[src/fbdac_cfg.svh]
`ifndef FBDAC_CFG_SVH
`define FBDAC_CFG_SVH

// register addresses on the plain port
`define FBDAC_ADDR_W        8
`define FBDAC_CTRL_ADDR     8'h00
`define FBDAC_LEVEL_ADDR    8'h01
`define FBDAC_AUX_ADDR      8'h02

// control register fields
`define FBDAC_EN_BIT        7
`define FBDAC_PIN1_BIT      5
`define FBDAC_PIN2_BIT      4
`define FBDAC_PSS_HI        3
`define FBDAC_PSS_LO        2
`define FBDAC_NSS_BIT       0

// aux register fields
`define FBDAC_LPS_BIT       0

// writable masks, unimplemented bits stay zero
`define FBDAC_CTRL_MASK     8'hbd
`define FBDAC_LEVEL_MASK    8'h1f
`define FBDAC_AUX_MASK      8'h01

// reset values
`define FBDAC_CTRL_RST      8'h00
`define FBDAC_LEVEL_RST     8'h00
`define FBDAC_AUX_RST       8'h00

// level code extremes
`define FBDAC_CODE_TOP      5'h1f
`define FBDAC_CODE_BOT      5'h00

`endif

[src/fbdac_pkg.sv]
package fbdac_pkg;

  // positive source encoding, order matches the two-bit field
  typedef enum logic [1:0] {
    PSRC_SUPPLY,
    PSRC_EXT_REF,
    PSRC_FIXED_REF,
    PSRC_RESERVED
  } fbdac_psrc_t;

endpackage

[src/fbdac_sync.sv]
`timescale 1ns/10ps

module fbdac_sync #(
  parameter int W = 1
) (
  input  wire logic         clk,
  input  wire logic         rst_n,
  input  wire logic [W-1:0] d,
  output logic      [W-1:0] q
);

  logic [W-1:0] meta;

  // first stage feeds only the second stage
  always_ff @(posedge clk or negedge rst_n) begin
    if (!rst_n) begin
      meta <= '0;
      q    <= '0;
    end else begin
      meta <= d;
      q    <= meta;
    end
  end

endmodule

[src/fbdac_pin.sv]
`timescale 1ns/10ps

module fbdac_pin (
  input  wire logic clk,
  input  wire logic rst_n,
  input  wire logic route,
  input  wire logic gpio_out,
  input  wire logic gpio_oe,
  input  wire logic pad_sync,
  output logic      drv_out,
  output logic      drv_oe,
  output logic      ibuf_en,
  output logic      read_val
);

  // analog route takes the pad away from the digital port
  always_ff @(posedge clk or negedge rst_n) begin
    if (!rst_n) begin
      drv_out  <= 1'b0;
      drv_oe   <= 1'b0;
      ibuf_en  <= 1'b1;
      read_val <= 1'b0;
    end else begin
      drv_out  <= route ? 1'b0 : gpio_out;
      drv_oe   <= route ? 1'b0 : gpio_oe; // [RULE6]
      ibuf_en  <= !route; // [RULE6]
      read_val <= route ? 1'b0 : pad_sync; // [RULE7]
    end
  end

endmodule

[src/fbdac_top.sv]
// Contract
// [RULE1] enable bit seven switches converter on
// [RULE2] five-bit level code picks 32 levels
// [RULE3] enabled output is scaled code on ladder
// [RULE4] off, low-power, all ones gives positive
// [RULE5] bits five and four route pins
// [RULE6] routed pin loses driver and input
// [RULE7] routed pin always reads zero
// [RULE8] positive source field, 11 reserved
// [RULE9] bit zero picks negative source
// [RULE10] wake from sleep keeps control register
// [RULE11] software disables converter before sleep
// [RULE12] reset disables, unroutes, clears level
// [RULE13] implemented bits reset to zero
// [RULE14] unimplemented bits read as zero
// [RULE15] writes to unimplemented bits ignored
//
// Added by the designer: the address map and the address-and-strobe port.
`timescale 1ns/10ps
`include "fbdac_cfg.svh"

module fbdac_top #(
  parameter int LEVEL_W = 5
) (
  input  wire logic       clk,
  input  wire logic       rst_n,
  input  wire logic [7:0] reg_addr,
  input  wire logic [7:0] reg_wdata,
  input  wire logic       reg_wr,
  input  wire logic       reg_rd,
  output logic      [7:0] reg_rdata,
  input  wire logic       wake_from_sleep,
  input  wire logic       pin1_gpio_out,
  input  wire logic       pin1_gpio_oe,
  input  wire logic       pin1_pad_in,
  input  wire logic       pin2_gpio_out,
  input  wire logic       pin2_gpio_oe,
  input  wire logic       pin2_pad_in,
  output logic            pin1_drv_out,
  output logic            pin1_drv_oe,
  output logic            pin1_ibuf_en,
  output logic            pin1_read,
  output logic            pin2_drv_out,
  output logic            pin2_drv_oe,
  output logic            pin2_ibuf_en,
  output logic            pin2_read,
  output logic            converter_on,
  output logic            level_out_pin1,
  output logic            level_out_pin2,
  output logic [LEVEL_W-1:0] ladder_tap,
  output logic            ladder_connect,
  output logic            tie_to_positive,
  output logic            tie_to_negative,
  output logic            psrc_supply,
  output logic            psrc_ext_ref,
  output logic            psrc_fixed_reference,
  output logic            nsrc_ext_ref,
  output logic            nsrc_ground
);

  ////////////////////////////////////////////////////////////////////////
  // parameter check

  if (LEVEL_W < 1 || LEVEL_W > 5) begin : g_bad_width
    $error("level width must lie between 1 and 5");
  end

  ////////////////////////////////////////////////////////////////////////
  // register file

  logic [7:0] ref_converter_control;
  logic [7:0] ref_converter_level;
  logic [7:0] aux_control;

  logic       wr_ctrl;
  logic       wr_level;
  logic       wr_aux;

  assign wr_ctrl  = reg_wr && reg_addr == `FBDAC_CTRL_ADDR;
  assign wr_level = reg_wr && reg_addr == `FBDAC_LEVEL_ADDR;
  assign wr_aux   = reg_wr && reg_addr == `FBDAC_AUX_ADDR;

  // wake has no path into this register, it simply holds
  always_ff @(posedge clk or negedge rst_n) begin
    if (!rst_n) begin
      ref_converter_control <= `FBDAC_CTRL_RST; // [RULE12] [RULE13]
    end else if (wr_ctrl) begin // [RULE10]
      ref_converter_control <= reg_wdata & `FBDAC_CTRL_MASK; // [RULE15]
    end
  end

  always_ff @(posedge clk or negedge rst_n) begin
    if (!rst_n) begin
      ref_converter_level <= `FBDAC_LEVEL_RST; // [RULE12] [RULE13]
    end else if (wr_level) begin
      ref_converter_level <= reg_wdata & `FBDAC_LEVEL_MASK; // [RULE15]
    end
  end

  always_ff @(posedge clk or negedge rst_n) begin
    if (!rst_n) begin
      aux_control <= `FBDAC_AUX_RST;
    end else if (wr_aux) begin
      aux_control <= reg_wdata & `FBDAC_AUX_MASK;
    end
  end

  // stored bits are already masked, so reads give zero in every unimplemented bit
  always_ff @(posedge clk or negedge rst_n) begin
    if (!rst_n) begin
      reg_rdata <= 8'h00;
    end else if (reg_rd) begin
      case (reg_addr)
        `FBDAC_CTRL_ADDR:  reg_rdata <= ref_converter_control; // [RULE14]
        `FBDAC_LEVEL_ADDR: reg_rdata <= ref_converter_level; // [RULE14]
        `FBDAC_AUX_ADDR:   reg_rdata <= aux_control;
        default:           reg_rdata <= 8'h00;
      endcase
    end else begin
      reg_rdata <= 8'h00;
    end
  end

  ////////////////////////////////////////////////////////////////////////
  // field views

  logic               en_bit;
  logic               pin1_bit;
  logic               pin2_bit;
  logic               nss_bit;
  logic               lps_bit;
  logic [LEVEL_W-1:0] level_code;
  fbdac_pkg::fbdac_psrc_t positive_source_select;

  assign en_bit     = ref_converter_control[`FBDAC_EN_BIT];
  assign pin1_bit   = ref_converter_control[`FBDAC_PIN1_BIT];
  assign pin2_bit   = ref_converter_control[`FBDAC_PIN2_BIT];
  assign nss_bit    = ref_converter_control[`FBDAC_NSS_BIT];
  assign lps_bit    = aux_control[`FBDAC_LPS_BIT];
  assign level_code = ref_converter_level[LEVEL_W-1:0];
  assign positive_source_select = fbdac_pkg::fbdac_psrc_t'(
    ref_converter_control[`FBDAC_PSS_HI:`FBDAC_PSS_LO]);

  logic code_top;
  logic code_bot;

  assign code_top = level_code == LEVEL_W'(`FBDAC_CODE_TOP);
  assign code_bot = level_code == LEVEL_W'(`FBDAC_CODE_BOT);

  ////////////////////////////////////////////////////////////////////////
  // ladder control

  always_ff @(posedge clk or negedge rst_n) begin
    if (!rst_n) begin
      converter_on   <= 1'b0;
      ladder_connect <= 1'b0;
    end else begin
      converter_on   <= en_bit; // [RULE1]
      ladder_connect <= en_bit; // [RULE1]
    end
  end

  // tap is the code itself: out = neg + span * code / 2^5
  always_ff @(posedge clk or negedge rst_n) begin
    if (!rst_n) begin
      ladder_tap <= '0;
    end else begin
      ladder_tap <= level_code; // [RULE2] [RULE3]
    end
  end

  // with the ladder off only the two end codes tie the output
  always_ff @(posedge clk or negedge rst_n) begin
    if (!rst_n) begin
      tie_to_positive <= 1'b0;
      tie_to_negative <= 1'b0;
    end else begin
      tie_to_positive <= !en_bit && lps_bit && code_top; // [RULE4]
      tie_to_negative <= !en_bit && !lps_bit && code_bot;
    end
  end

  // reserved code selects no source, the ladder top floats
  always_ff @(posedge clk or negedge rst_n) begin
    if (!rst_n) begin
      psrc_supply          <= 1'b0;
      psrc_ext_ref         <= 1'b0;
      psrc_fixed_reference <= 1'b0;
    end else begin
      psrc_supply          <= 1'b0;
      psrc_ext_ref         <= 1'b0;
      psrc_fixed_reference <= 1'b0;
      case (positive_source_select)
        fbdac_pkg::PSRC_SUPPLY:    psrc_supply <= 1'b1; // [RULE8]
        fbdac_pkg::PSRC_EXT_REF:   psrc_ext_ref <= 1'b1; // [RULE8]
        fbdac_pkg::PSRC_FIXED_REF: psrc_fixed_reference <= 1'b1; // [RULE8]
        default:                   psrc_supply <= 1'b0;
      endcase
    end
  end

  // ground is the safe default after reset
  always_ff @(posedge clk or negedge rst_n) begin
    if (!rst_n) begin
      nsrc_ext_ref <= 1'b0;
      nsrc_ground  <= 1'b1;
    end else begin
      nsrc_ext_ref <= nss_bit; // [RULE9]
      nsrc_ground  <= !nss_bit; // [RULE9]
    end
  end

  ////////////////////////////////////////////////////////////////////////
  // pin routing and override

  always_ff @(posedge clk or negedge rst_n) begin
    if (!rst_n) begin
      level_out_pin1 <= 1'b0; // [RULE12]
      level_out_pin2 <= 1'b0; // [RULE12]
    end else begin
      level_out_pin1 <= pin1_bit; // [RULE5]
      level_out_pin2 <= pin2_bit; // [RULE5]
    end
  end

  logic [1:0] pad_sync;

  fbdac_sync #(
    .W (2)
  ) u_pad_sync (
    .clk   (clk),
    .rst_n (rst_n),
    .d     ({pin2_pad_in, pin1_pad_in}),
    .q     (pad_sync)
  );

  // driver off, input detector off, read forced low
  fbdac_pin u_pin1 ( // [RULE6] [RULE7]
    .clk      (clk),
    .rst_n    (rst_n),
    .route    (pin1_bit),
    .gpio_out (pin1_gpio_out),
    .gpio_oe  (pin1_gpio_oe),
    .pad_sync (pad_sync[0]),
    .drv_out  (pin1_drv_out),
    .drv_oe   (pin1_drv_oe),
    .ibuf_en  (pin1_ibuf_en),
    .read_val (pin1_read)
  );

  fbdac_pin u_pin2 ( // [RULE6] [RULE7]
    .clk      (clk),
    .rst_n    (rst_n),
    .route    (pin2_bit),
    .gpio_out (pin2_gpio_out),
    .gpio_oe  (pin2_gpio_oe),
    .pad_sync (pad_sync[1]),
    .drv_out  (pin2_drv_out),
    .drv_oe   (pin2_drv_oe),
    .ibuf_en  (pin2_ibuf_en),
    .read_val (pin2_read)
  );
endmodule

[config.mk]
export PLATFORM = sky130hd
export DESIGN_NAME = fbdac_top
export DESIGN_NICKNAME = d
export VERILOG_FILES = /design/src/fbdac_pkg.sv /design/src/fbdac_sync.sv /design/src/fbdac_pin.sv /design/src/fbdac_top.sv
export VERILOG_INCLUDE_DIRS = /design/src
export SDC_FILE = /design/constraint.sdc
export NUM_CORES = 1
export LEC_CHECK = 0
export BUFFER_PORTS_ARGS = -buffer_cell sky130_fd_sc_hd__buf_2
export CORE_MARGIN = 1.5
export CORE_UTILIZATION = 51
export DETAILED_ROUTE_END_ITERATION = 6
export MAX_ROUTING_LAYER = met4
export PLACE_DENSITY = 0.87
export SETUP_SLACK_MARGIN = 0.2
export SLEW_MARGIN = 30
export SYNTH_ARGS = -nofsm -noshare
export SYNTH_HDL_FRONTEND = slang
export SYNTH_SLANG_ARGS = --single-unit
export TNS_END_PERCENT = 30
[constraint.sdc]
create_clock -name clk -period 2.1 [get_ports clk]
set_input_delay 0 -clock clk [delete_from_list [all_inputs] [get_ports clk]]
set_output_delay 0 -clock clk [all_outputs]
set_load 0.01 [all_outputs]
### Word level (Yosys, flattened, before mapping)

Cells that the tools add are included.

| word-level totals | value |
|---|---|
| register bits after elaboration | 47 |
| bits in latches | 0 |
| RAM bits | 0 |
| bits in read-only memories | 0 |
| output and inout bits | 32 |
| logic and storage cells | 56 |
| memories kept | 0 |

| cells by class | value |
|---|---|
| add/sub/neg operators | 0 |
| multiply operators | 0 |
| div/mod/pow operators | 0 |
| $lt $le $gt $ge | 0 |
| equal/unequal tests | 5 |
| shift-type cells | 0 |
| multiplexer cells | 11 |
| bitwise logic cells | 0 |
| reduce and logical (&&, ||, !) cells | 15 |

Operator list:

| kind | number |
|---|---|
| $pmux W8 S3 | 1 |
| $mux W1 | 9 |
| $eq A8 B1 Y1 const B | 1 |
| $eq A8 B2 Y1 const B | 1 |
| $logic_not A8 Y1 | 1 |
| $mux W8 | 1 |
| $logic_and A1 B1 Y1 | 7 |
| $eq A5 B5 Y1 const B | 1 |
| $logic_not A1 Y1 | 5 |
| $logic_not A5 Y1 | 1 |
| $eq A2 B1 Y1 const B | 1 |
| $eq A2 B2 Y1 const B | 1 |
| $logic_not A2 Y1 | 1 |

### Logic depth before layout (Yosys ltp)

Gate-level depths: netlist (run 1).

| logic depth | value |
|---|---|
| depth in word-level cells | 3 |
| gate-level depth with buffers | 4 |

### Cells and area by module

From an unflattened synthesis (run 1), not the netlist that was laid out.

| unflattened totals | value |
|---|---|
| cells, all modules | 103 |
| area total of the unflattened synthesis | 1575.3 µm² |

By module, submodules not included:

| module | instances | cells each | area each (µm²) |
|---|---|---|---|
| fbdac_top | 1 | 83 | 1227.4 |
| fbdac_pin | 2 | 8 | 123.9 |
| fbdac_sync | 1 | 4 | 100.1 |

### Least setup slack after synthesis (run 1)

No wires, ideal clock.

| timing path | value |
|---|---|
| path kind | register to register |
| start point | register ref_converter_level[1] |
| end point | register tie_to_negative |
| arrival | 1032 ps |
| data required time | 1999 ps |
| setup slack | 967 ps |
| stages on the path, launching flop included | 3 |
| path buffers | 0 |
| clock period less this slack | 1133 ps |
| cell sequence | dfrtp_1 > or4_1 > nor4_1 |

| between the ends | value |
|---|---|
| longest elaborated chain between the ends | 2 |

Ends and longest elaborated chain:

| element | RTL line | RTL |
|---|---|---|
| start, declared | fbdac_top.sv:72 | `logic [7:0] ref_converter_level;` |
| start signal, assigned | fbdac_top.sv:94 | `` ref_converter_level <= `FBDAC_LEVEL_RST; `` |
| start signal, assigned | fbdac_top.sv:96 | `` ref_converter_level <= reg_wdata & `FBDAC_LEVEL_MASK; `` |
| $logic_not A5 Y1 | fbdac_top.sv:148 | `` assign code_bot = level_code == LEVEL_W'(`FBDAC_CODE_BOT); `` |
| $logic_and A1 B1 Y1 | fbdac_top.sv:179 | `tie_to_negative <= !en_bit && !lps_bit && code_bot;` |
| end signal, assigned | fbdac_top.sv:179 |  |
| end, declared | fbdac_top.sv:53 | `output logic tie_to_negative,` |

Every way passes these cells.
A chain may end at the register's enable or synchronous reset.

### Final worst setup path (run 1)

| timing path | value |
|---|---|
| start point | input port reg_addr[0] |
| end point | register ref_converter_level[4] |

| between the ends | value |
|---|---|
| longest elaborated chain between the ends | 2 |

Ends and longest elaborated chain:

| element | RTL line | RTL |
|---|---|---|
| start, declared | fbdac_top.sv:27 | `input wire logic [7:0] reg_addr,` |
| $eq A8 B1 Y1 | - |  |
| $logic_and A1 B1 Y1 (no line) | - |  |

Every way passes these cells.

==> impl_summary.txt, run 1 <==
----------------------------------------------------
[Status]
  Result of the run ... completed

[Clock network]
  TritonCTS clock tree ... yes
  H-tree levels ... 2
  Post CTS Setup Buffer Count ... 0
  Clock sink count ... 46
  Number of buffers between clock root and the deepest sink ... 2
  Root buffer cell ... sky130_fd_sc_hd__clkbuf_4
  Number of buffers created by CTS ... 5
  Worst-skew pair later-pin latency ... 0.36 ns
  Gates resized, CTS repair ... 0
  Clock-pin slew reported for the worst setup and hold paths after clock tree synthesis ... 0.12 ns
  Hold Buf Count CTS ... 20

[STA]
  Final number of hold-violating endpoints ... 0
  Highest clock rate ... 709 MHz
  Unrepaired setup endpoints after global routing ... false
  Final period utilization ... 0.672
  Minimum period implied by the final worst setup slack ... 1.41 ns
  Number of max-slew violations in the final report ... 0
  Setup Skew ... 0.00384 ns
  Setup TNS after final layout ... 0 ns
  Max-slew headroom at the worst pin ... 0.640
  Final setup viols ... 0
  Slew at the pin with the worst max-slew slack ... 0.540 ns

[Critical path]
  Internal reg-to-reg setup slack ... 0.73 ns
  Data arrival, critical path ... 1.66 ns
  Crit start category ... input port
  CP endpoint kind ... flip-flop
  Kind of critical path ... input port to flip-flop
  Required time at the worst-slack endpoint ... 2.35 ns
  Maximum fanout along the worst path ... 9

[Synthesis]
  Combined area of all synthesized cells ... 1570 um2
  Per-instance average area after synthesis ... 15.3 um2
  Proportion of synthesized chip area in sequential cells ... 0.734
  Post-synth net total ... 130
  Number of warnings printed during yosys synthesis ... 0
  Count of state elements after synthesis ... 46
  Distinct cell type count after synthesis ... 20
  Cells after Synth ... 103

[GRT]
  Global-route wire length before repair ... 4760 um
  Via count of the first global-routing pass ... 1033
  Most used routing layer in global routing ... met2
  Met1 usage in global routing ... 0.226
  Met2 Use GR ... 0.323
  Remaining global-route overflow ... 0
  Initial antenna violation count ... 0
  GR Util met3 ... 0.0593
  Global Route Usage Sum ... 0.208
  Maximum number of pins on one net before global-route repair ... 47

[Drt]
  Number of iterations in the first detailed-routing pass ... 4
  Number of design rule violations left after detail routing ... 0
  DRT Wirelength ... 3140 um
  Vias post-DR ... 1083
  Number of antenna-violating nets in the routed design ... 0
  Routed wire per std cell ... 14.6 um
  Number of violations reported at the end of detailed-routing iteration 0 ... 18
  Number of vias per cell after detailed routing ... 5.06

[Cells and area]
  Final net count ... 209
  Fraction of layout instances using a drive strength above 1 ... 0.432
  Layout overhead on the synthesized area ... 35.4%
  Filler Cell Count ... 168
  Number of inserted diodes ... 0

[Place]
  IO Port Bufs ... 55
  GP Congestion ... 0.801
  Final HPWL DP ... 1920 um

[Power and ir drop]
  Highest ir drop seen on vdd ... 459 uV
  Total power ... 0.00152 W
  Leakage power ... 1.11 nW
  Total power divided by cell area ... 714 nW/um2

[Floorplan]
  Boundary Pins ... 59
  Effective utilization at floorplan ... 0.556
  Horizontal extent of the die ... 58.5 um
  Total Die Area ... 3430 um2
  Chip Height ... 58.5 um
  Std-Cell Rows ... 19
  Std-Cell Core Area ... 2830 um2

[Flow run]
  Maxcap violations ... 0

[Worst hold path]
  Class of the tightest hold or removal check ... input port to flip-flop

----------------------------------------------------
per-layer routing:
metal | vias to the layer above | routed length, um
met2 | 38 | 1680
li1 | 504 | -
met5 | - | 0
met1 | 525 | 1130
met3 | 16 | 150
met4 | 0 | 174
worst max-delay path: stages:
cell	delay (ns)
sky130_fd_sc_hd__dlygate4sd3_1	0.53
sky130_fd_sc_hd__buf_2	0.22
sky130_fd_sc_hd__nor2b_1	0.23
sky130_fd_sc_hd__nand4_1	0.30
sky130_fd_sc_hd__mux2_2	0.37
cells in the final DEF, fill, tap and decap left out:
| master | count |
|---|---|
| sky130_fd_sc_hd__inv_1 | 3 |
| sky130_fd_sc_hd__conb_1 | 1 |
| sky130_fd_sc_hd__clkbuf_1 | 1 |
| sky130_fd_sc_hd__nor4b_1 | 1 |
| sky130_fd_sc_hd__buf_4 | 1 |
| sky130_fd_sc_hd__nand4_1 | 3 |
| sky130_fd_sc_hd__buf_2 | 54 |
| sky130_fd_sc_hd__nand3_1 | 2 |
| sky130_fd_sc_hd__a21oi_1 | 1 |
| sky130_fd_sc_hd__or4_1 | 1 |
| sky130_fd_sc_hd__nor4_1 | 2 |
| sky130_fd_sc_hd__dfrtp_1 | 43 |
| sky130_fd_sc_hd__clkinv_2 | 1 |
| sky130_fd_sc_hd__dfstp_2 | 3 |
| sky130_fd_sc_hd__mux2_2 | 12 |
| sky130_fd_sc_hd__clkbuf_8 | 1 |
| sky130_fd_sc_hd__nor2_1 | 8 |
| sky130_fd_sc_hd__clkbuf_4 | 5 |
| sky130_fd_sc_hd__nand2_1 | 2 |
| sky130_fd_sc_hd__nor2b_1 | 10 |
| sky130_fd_sc_hd__or2_2 | 1 |
| sky130_fd_sc_hd__nor4_4 | 1 |
| sky130_fd_sc_hd__mux2i_1 | 4 |
| sky130_fd_sc_hd__dlygate4sd3_1 | 20 |
| sky130_fd_sc_hd__nand4b_1 | 2 |
area by class of cell:
type | count | area, um2 | share of cell area
clock buffer | 7 | 55.1 | 0.0259
clock inverter | 1 | 5.00 | 0.00235
inverter | 3 | 11.3 | 0.00529
multi-input combinational | 51 | 387 | 0.182
sequential | 46 | 1150 | 0.542
tap | 31 | 38.8 | 0.0182
timing repair buffer | 75 | 478 | 0.224
through the flow:
step	util	setup WS, ns	cells	instance area [um2]	hold WS (ns)
5_1_grt	0.753	0.649	214	2130	0.00381
2_1_floorplan	-	0.967	103	1570	-0.296
3_3_place_gp	0.660	0.752	186	1870	0.108
3_5_place_dp	0.660	0.692	186	1870	0.109
4_1_cts	0.752	0.682	214	2130	0.00869
6_report	0.753	0.689	214	2130	0.0276
Yosys cell counts:
master	n	area, um2
sky130_fd_sc_hd__nand4_1	3	18.8
sky130_fd_sc_hd__buf_2	1	5.00
sky130_fd_sc_hd__dfrtp_1	43	1080
sky130_fd_sc_hd__inv_1	3	11.3
sky130_fd_sc_hd__a21oi_1	1	5.00
sky130_fd_sc_hd__nor4_4	1	21.3
sky130_fd_sc_hd__nor2b_1	10	62.6
sky130_fd_sc_hd__nand4b_1	2	17.5
sky130_fd_sc_hd__nor4b_1	1	8.76
sky130_fd_sc_hd__buf_4	2	15.0
sky130_fd_sc_hd__nor4_1	2	12.5
sky130_fd_sc_hd__conb_1	1	3.75
sky130_fd_sc_hd__dfstp_2	3	78.8
sky130_fd_sc_hd__mux2i_1	4	40.0
sky130_fd_sc_hd__nor2_1	8	30.0
sky130_fd_sc_hd__nand3_1	2	10.0
sky130_fd_sc_hd__nand2_1	2	7.51
sky130_fd_sc_hd__or4_1	1	7.51
sky130_fd_sc_hd__mux2_2	12	135
sky130_fd_sc_hd__or2_2	1	6.26
logic make-up after synthesis:
logic type	after synthesis	synth area share
flops	46	0.734
buf+inv	6	0.0199
other cells	1	0.00238
mux	16	0.111
simple gates	33	0.129
compound gates	1	0.00318
where the power goes:
part | internal [W] | total, W | switching, W
combinational | 0.0000782 | 0.000151 | 0.0000731
clock | 0.000162 | 0.000421 | 0.000258
sequential | 0.000927 | 0.000949 | 0.0000222
total | 0.00117 | 0.00152 | 0.000354
registers in the layout, indices dropped and copies added, names as in the netlist, 2 cells and up:
| signal | count |
|---|---|
| ladder_tap | 5 |
| u_pad_sync.meta | 2 |
| u_pad_sync.q | 2 |
| reg_rdata | 7 |
| ref_converter_level | 5 |
| ref_converter_control | 6 |
path summary, 6_finish.rpt:
check / startpoint / end / cells after the start
min in group asynchronous: rst_n / u_pin2.read_val / 2
max in group asynchronous: rst_n / u_pin1.ibuf_en / 2
worst max register to register: ref_converter_control[5] / reg_rdata[5] / 3
worst max-delay path: reg_addr[0] / ref_converter_level[4] / 5
worst min register to register: u_pad_sync.meta[1] / u_pad_sync.q[1] / 0
worst min-delay path: reg_addr[6] / reg_rdata[1] / 4
No activity file was read; power rests on OpenSTA's default activity.
==> run 2: changes to the inputs <==
--- a/config.mk
+++ b/config.mk
@@ -8,10 +8,10 @@
 export LEC_CHECK = 0
 export BUFFER_PORTS_ARGS = -buffer_cell sky130_fd_sc_hd__buf_2
 export CORE_MARGIN = 1.5
-export CORE_UTILIZATION = 51
+export CORE_UTILIZATION = 43
 export DETAILED_ROUTE_END_ITERATION = 6
 export MAX_ROUTING_LAYER = met4
-export PLACE_DENSITY = 0.87
+export PLACE_DENSITY = 0.79
 export SETUP_SLACK_MARGIN = 0.2
 export SLEW_MARGIN = 30
 export SYNTH_ARGS = -nofsm -noshare
==> constraint.sdc (replaced) <==
create_clock -name clk -period 1.2 [get_ports clk]
set_input_delay 0 -clock clk [delete_from_list [all_inputs] [get_ports clk]]
set_output_delay 0 -clock clk [all_outputs]
set_load 0.01 [all_outputs]
==> impl_summary.txt, run 2 (same netlist as run 1, synthesis figures left out) <==
----------------------------------------------------
[STA]
  Setup Skew ... 0.0148 ns (+0.0110 ns)
  Number of max-slew violations in the final report ... 0 (unchanged)
  Final number of hold-violating endpoints ... 0 (unchanged)
  Final period utilization ... 0.993
  Highest clock rate ... 839 MHz
  Final setup viols ... 0 (unchanged)
  Minimum period implied by the final worst setup slack ... 1.19 ns
  Unrepaired setup endpoints after global routing ... true

[Critical path]
  CP endpoint kind ... flip-flop
  Number of cells on the worst reg-to-reg path ... 2 (-1)
  Crit start category ... flip-flop
  Data arrival, critical path ... 1.47 ns (-0.19 ns)
  Critical register-to-register path startpoint ... ref_converter_level[1]
  Internal reg-to-reg setup slack ... 0.008 ns (-0.72 ns)
  Maximum fanout along the worst path ... 2 (-7)
  Required time at the worst-slack endpoint ... 1.47 ns (-0.88 ns)
  Kind of critical path ... flip-flop to flip-flop
  FF-to-FF End ... tie_to_negative

[Worst hold path]
  Class of the tightest hold or removal check ... input port to flip-flop
  Cell depth of the worst min-delay path ... 4 (unchanged)
  Start point of the worst min-delay path ... reg_addr[5]
  Hold Path End ... reg_rdata[0]

[Place]
  IO Port Bufs ... 55 (unchanged)
  Final HPWL DP ... 2310 um (+21%)
  Placed insts ... 211 (+13%)
  Area after DPL ... 1970 um2 (+5.7%)
  GP Congestion ... 0.803 (+0.19%)

[Cells and area]
  Number of non-filler instances in the completed layout ... 237 (+11%)
  Layout overhead on the synthesized area ... 43.7%
  Fraction of layout instances using a drive strength above 1 ... 0.482 (+0.0500)
  Number of inserted diodes ... 0 (unchanged)
  Largest registers ... reg_rdata: 7 flops, ref_converter_control: 6 flops
  Most used cells in the layout excluding fill and tap cells ... sky130_fd_sc_hd__buf_2 (52), sky130_fd_sc_hd__dfrtp_1 (43), sky130_fd_sc_hd__dlygate4sd3_1 (18)
  Final net count ... 217 (+3.8%)
  Final instance area ... 2260 um2 (+6.1%)
  Leading cell type in the layout, fill and taps excluded ... sky130_fd_sc_hd__buf_2
  Filler Cell Count ... 249 (+48%)
  Flip-flop count of the largest register, all copies and words added ... 7 (unchanged)
  Top register by number of flip-flops ... reg_rdata

[Drt]
  Number of vias per cell after detailed routing ... 4.56 (-10%)
  Highest routing layer actually used ... met4
  Vias post-DR ... 1080 (-0.28%)
  DRT Wirelength ... 3210 um (+2.3%)
  Met1 wire length ... 1250 um (+10%)
  Number of violations reported at the end of detailed-routing iteration 0 ... 32 (+14)
  Met2 WL post-DR ... 1700 um (+1.6%)
  Routed wire per std cell ... 13.5 um (-7.6%)
  Met3 wire length ... 168 um (+12%)
  Number of iterations in the first detailed-routing pass ... 4 (unchanged)
  Number of antenna-violating nets in the routed design ... 0 (unchanged)
  Number of design rule violations left after detail routing ... 0 (unchanged)

[Clock network]
  Clock sink count ... 46 (unchanged)
  Worst-skew pair later-pin latency ... 0.36 ns (about the same)
  TritonCTS clock tree ... yes
  Number of buffers created by CTS ... 5 (unchanged)
  Number of buffers between clock root and the deepest sink ... 2 (unchanged)
  Clock-pin slew reported for the worst setup and hold paths after clock tree synthesis ... 0.13 ns (about the same)
  H-tree levels ... 2 (unchanged)
  Post CTS Setup Buffer Count ... 0 (unchanged)
  Root buffer cell ... sky130_fd_sc_hd__clkbuf_4

[Floorplan]
  Effective utilization at floorplan ... 0.460 (-0.0955)
  Std-Cell Core Area ... 3420 um2 (+21%)
  Std-Cell Rows ... 21 (+2)
  Horizontal extent of the die ... 63.5 um (+8.4%)
  Total Die Area ... 4030 um2 (+18%)
  Chip Height ... 63.5 um (+8.4%)
  Boundary Pins ... 59 (unchanged)

[Power and ir drop]
  Total power divided by cell area ... 1180 nW/um2 (+65%)
  Leakage power ... 1.16 nW (+4.2%)
  Highest ir drop seen on vdd ... 546 uV (+19%)

[Flow run]
  Maxcap violations ... 0 (unchanged)

[GRT]
  Maximum number of pins on one net before global-route repair ... 26 (-45%)
  Initial antenna violation count ... 0 (unchanged)
  Global Route Usage Sum ... 0.189 (-0.0192)
  Via count of the first global-routing pass ... 1121 (+8.5%)
  Global-route wire length before repair ... 5400 um (+13%)
  Remaining global-route overflow ... 0 (unchanged)

[Status]
  Result of the run ... completed

----------------------------------------------------
## run 2: cell types whose count changed in the layout (fill, tap and decap cells not counted), sizes merged
cell,previous run,this run
dlygate4sd3,20,18
clkinvlp,0,1
buf,55,65
clkinv,1,0
## run 2: per-layer routing
layer | global-route usage | vias to the layer above
met5 | - | -
met4 | 0.0978 | 0
met3 | 0.0571 | 8
met2 | 0.293 | 39
met1 | 0.222 | 516
li1 | - | 517
## run 2: worst max-delay path by stage
stage,to,start,slack (ns)
CTS,tie_to_negative,ref_converter_level[1],0.001
global placement,tie_to_negative,ref_converter_level[1],-0.02
detailed placement,ref_converter_control[3],reg_addr[5],-0.06
floorplan,tie_to_negative,ref_converter_level[1],0.07
global route,tie_to_negative,ref_converter_level[1],-0.03
finish,tie_to_negative,ref_converter_level[1],0.008
## run 2: cell type report
type / count / area (um2) / area share
timing repair buffer: 83 / 566 / 0.250
multi-input combinational: 51 / 418 / 0.185
sequential: 46 / 1150 / 0.511
inverter: 3 / 11.3 / 0.00498
clock buffer: 7 / 45.0 / 0.0199
tap: 46 / 57.6 / 0.0255
clock inverter: 1 / 7.51 / 0.00332
## run 2: worst max-delay path, stage by stage, from the launching register on
cell,delay [ns]
sky130_fd_sc_hd__dfrtp_1,0.40
sky130_fd_sc_hd__or4_4,0.55
sky130_fd_sc_hd__nor4_4,0.17
## run 2: metrics by stage
stage / hold slack (ns) / setup slack, ns / setup TNS (ns) / utilization / total power (W)
floorplan: -0.296 / 0.0670 / 0 / - / 0.00177
global placement: -0.0178 / -0.0164 / -0.0425 / 0.578 / 0.00192
detailed placement: -0.00483 / -0.0640 / -0.310 / 0.578 / 0.00193
CTS: -0.00100 / 0.00107 / 0 / 0.648 / 0.00266
global route: 0.0137 / -0.0315 / -0.0315 / 0.662 / 0.00281
finish: 0.0182 / 0.00797 / 0 / 0.662 / 0.00266
## run 2: repair_timing
action / in CTS / in global routing
pin swaps: 0 / 2
setup endpoints to repair: 4 / 6
hold buffers: 18 / 0
gates resized for setup: 1 / 9
endpoints found under the hold margin: 69 / 0
## run 2: report_power, final
group          internal [W]  leakage, nW  switching, W
logic              0.000172        0.534      0.000142
clock network      0.000232       0.0255      0.000454
registers           0.00162        0.597     0.0000378
==> run 3: changes to the inputs <==
--- a/config.mk
+++ b/config.mk
@@ -8,10 +8,10 @@
 export LEC_CHECK = 0
 export BUFFER_PORTS_ARGS = -buffer_cell sky130_fd_sc_hd__buf_2
 export CORE_MARGIN = 1.5
-export CORE_UTILIZATION = 43
+export CORE_UTILIZATION = 41
 export DETAILED_ROUTE_END_ITERATION = 6
 export MAX_ROUTING_LAYER = met4
-export PLACE_DENSITY = 0.79
+export PLACE_DENSITY = 0.76
 export SETUP_SLACK_MARGIN = 0.2
 export SLEW_MARGIN = 30
 export SYNTH_ARGS = -nofsm -noshare
==> constraint.sdc (replaced) <==
create_clock -name clk -period 1 [get_ports clk]
set_input_delay 0 -clock clk [delete_from_list [all_inputs] [get_ports clk]]
set_output_delay 0 -clock clk [all_outputs]
set_load 0.01 [all_outputs]
==> impl_summary.txt, run 3 (same netlist as run 1, synthesis figures left out) <==
----------------------------------------------------
[Drt]
  Number of antenna-violating nets in the routed design ... 0 (unchanged)
  Number of vias per cell after detailed routing ... 4.82 (+5.8%)
  DRT Wirelength ... 3790 um (+18%)
  Routed wire per std cell ... 15.7 um (+16%)
  Number of design rule violations left after detail routing ... 0 (unchanged)
  Vias post-DR ... 1162 (+7.6%)
  Number of violations reported at the end of detailed-routing iteration 0 ... 33 (+3.1%)
  Number of iterations in the first detailed-routing pass ... 6 (+2)

[Cells and area]
  Layout overhead on the synthesized area ... 55.9%
  Flip-flop count of the largest register, all copies and words added ... 7 (unchanged)
  Fraction of layout instances using a drive strength above 1 ... 0.565 (+0.0831)
  Most used cells in the layout excluding fill and tap cells ... sky130_fd_sc_hd__buf_2 (48), sky130_fd_sc_hd__dfrtp_1 (38), sky130_fd_sc_hd__dlygate4sd3_1 (14), sky130_fd_sc_hd__buf_6 (14), sky130_fd_sc_hd__nor2b_1 (10)
  Number of inserted diodes ... 0 (unchanged)
  Top register by number of flip-flops ... reg_rdata
  Largest registers ... reg_rdata: 7 flops, ref_converter_control: 6 flops
  Leading cell type in the layout, fill and taps excluded ... sky130_fd_sc_hd__buf_2
  Final net count ... 220 (+1.4%)
  Number of non-filler instances in the completed layout ... 241 (+1.7%)

[Clock network]
  TritonCTS clock tree ... yes
  Worst-skew pair later-pin latency ... 0.30 ns (-0.06 ns)
  Number of buffers created by CTS ... 5 (unchanged)
  Hold Buf Count CTS ... 15 (-3)
  Root buffer cell ... sky130_fd_sc_hd__clkbuf_8
  Clock-pin slew reported for the worst setup and hold paths after clock tree synthesis ... 0.08 ns (-0.05 ns)
  H-tree levels ... 2 (unchanged)
  Clock sink count ... 46 (unchanged)
  Number of buffers between clock root and the deepest sink ... 2 (unchanged)

[Critical path]
  Critical Path Source ... ref_converter_level[1]
  CP endpoint kind ... flip-flop
  Data arrival, critical path ... 1.36 ns (-0.11 ns)
  Crit start category ... flip-flop
  Required time at the worst-slack endpoint ... 1.21 ns (-0.26 ns)
  Kind of critical path ... flip-flop to flip-flop
  Critical register-to-register path startpoint ... ref_converter_level[1]
  Maximum fanout along the worst path ... 2 (unchanged)

[STA]
  Setup Skew ... 0.00578 ns (-0.00906 ns)
  Unrepaired setup endpoints after global routing ... true
  Setup TNS after final layout ... -0.250 ns (-0.250 ns)
  Number of max-slew violations in the final report ... 0 (unchanged)
  Minimum period implied by the final worst setup slack ... 1.15 ns (-0.0413 ns)
  Highest clock rate ... 869 MHz (+3.6%)
  Final period utilization ... 1.15 (+0.157)
  Crit path setup slack, layout ... -0.151 ns (-0.159 ns)
  Worst hold slack after final layout ... 0.00318 ns (-0.0150 ns)
  Final number of hold-violating endpoints ... 0 (unchanged)
  Final setup viols ... 2 (+2)

[GRT]
  Maximum number of pins on one net before global-route repair ... 29 (+12%)
  Remaining global-route overflow ... 0 (unchanged)
  Global Route Usage Sum ... 0.188 (-0.00115)
  Initial antenna violation count ... 0 (unchanged)
  Via count of the first global-routing pass ... 1203 (+7.3%)
  Global-route wire length before repair ... 5590 um (+3.5%)

[Floorplan]
  Total Die Area ... 4220 um2 (+4.7%)
  Std-Cell Rows ... 22 (+4.8%)
  Boundary Pins ... 59 (unchanged)
  Horizontal extent of the die ... 64.9 um (+2.3%)
  Effective utilization at floorplan ... 0.430 (-0.0308)
  Std-Cell Core Area ... 3660 um2 (+7.2%)
  Chip Height ... 64.9 um (+2.3%)

[Place]
  Place WS ... -0.209 ns (-0.145 ns)
  Placed insts ... 215 (+1.9%)
  Final HPWL DP ... 2260 um (-2.2%)
  IO Port Bufs ... 55 (unchanged)
  GP Congestion ... 0.860 (+7.1%)

[Worst hold path]
  Start point of the worst min-delay path ... reg_rd
  Class of the tightest hold or removal check ... input port to flip-flop

[Flow run]
  Maxcap violations ... 0 (unchanged)

[Power and ir drop]
  Highest ir drop seen on vdd ... 910 uV (+67%)
  Leakage power ... 1.25 nW (+8.4%)
  Total power divided by cell area ... 1540 nW/um2 (+31%)

[Status]
  Result of the run ... complete, but fails checks
  Violated checks ... setup timing

----------------------------------------------------
[run 3: repair_timing]
action                                  CTS  global route
hold endpoints to repair                 67             1
resized for setup                        22            19
endpoints found under the setup margin   36            51
buffers inserted                          3             1
pin swaps                                 7             5
[run 3: through the flow]
step                      instance area (um2)  power [W]  utilization
after floorplan                          1570    0.00213            -
after global placement                   1990    0.00231        0.544
after detailed placement                 1990    0.00233        0.544
after CTS                                2370    0.00377        0.649
after global routing                     2450    0.00396        0.670
final                                    2450    0.00379        0.670
[run 3: final timing paths]
kind	endpoint	slack, ns	cells after the start
setup / recovery	tie_to_negative	-0.15	2
hold / removal	reg_rdata[5]	0.003	3
setup reg to reg	tie_to_negative	-0.15	2
hold reg to reg	u_pad_sync.q[1]	0.36	0
max in group asynchronous	ref_converter_level[3]	0.33	3
min in group asynchronous	u_pin2.drv_oe	0.17	2
[run 3: cell type report]
cell class	instances	area [um2]
clock inverters	1	30.0
multi-input cells	51	477
well taps	48	60.1
clock buffers	6	82.6
fillers	235	1210
flip-flops and latches	46	1160
repair buffers	86	631
inverters	3	11.3
[run 3: where the power goes]
part	internal (W)	switching, W
Combinational	0.000233	0.000187
Clock	0.000799	0.000573
Sequential	0.00195	0.0000484
Total	0.00298	0.000809
[run 3: metal layers]
metal  routed length (um)  vias up  share of wire  track usage
li1                     -      525              -            -
met1                 1590      579           0.42        0.225
met2                 1940       51           0.51        0.293
met3                  193        7          0.051       0.0521
met4                   68        0          0.018       0.0931
met5                    0        -              0            -
[run 3: critical path, cell delays in order (launching register included)]
cell	delay, ns
sky130_fd_sc_hd__dfrtp_1	0.39
sky130_fd_sc_hd__or4_4	0.54
sky130_fd_sc_hd__nor4_2	0.13
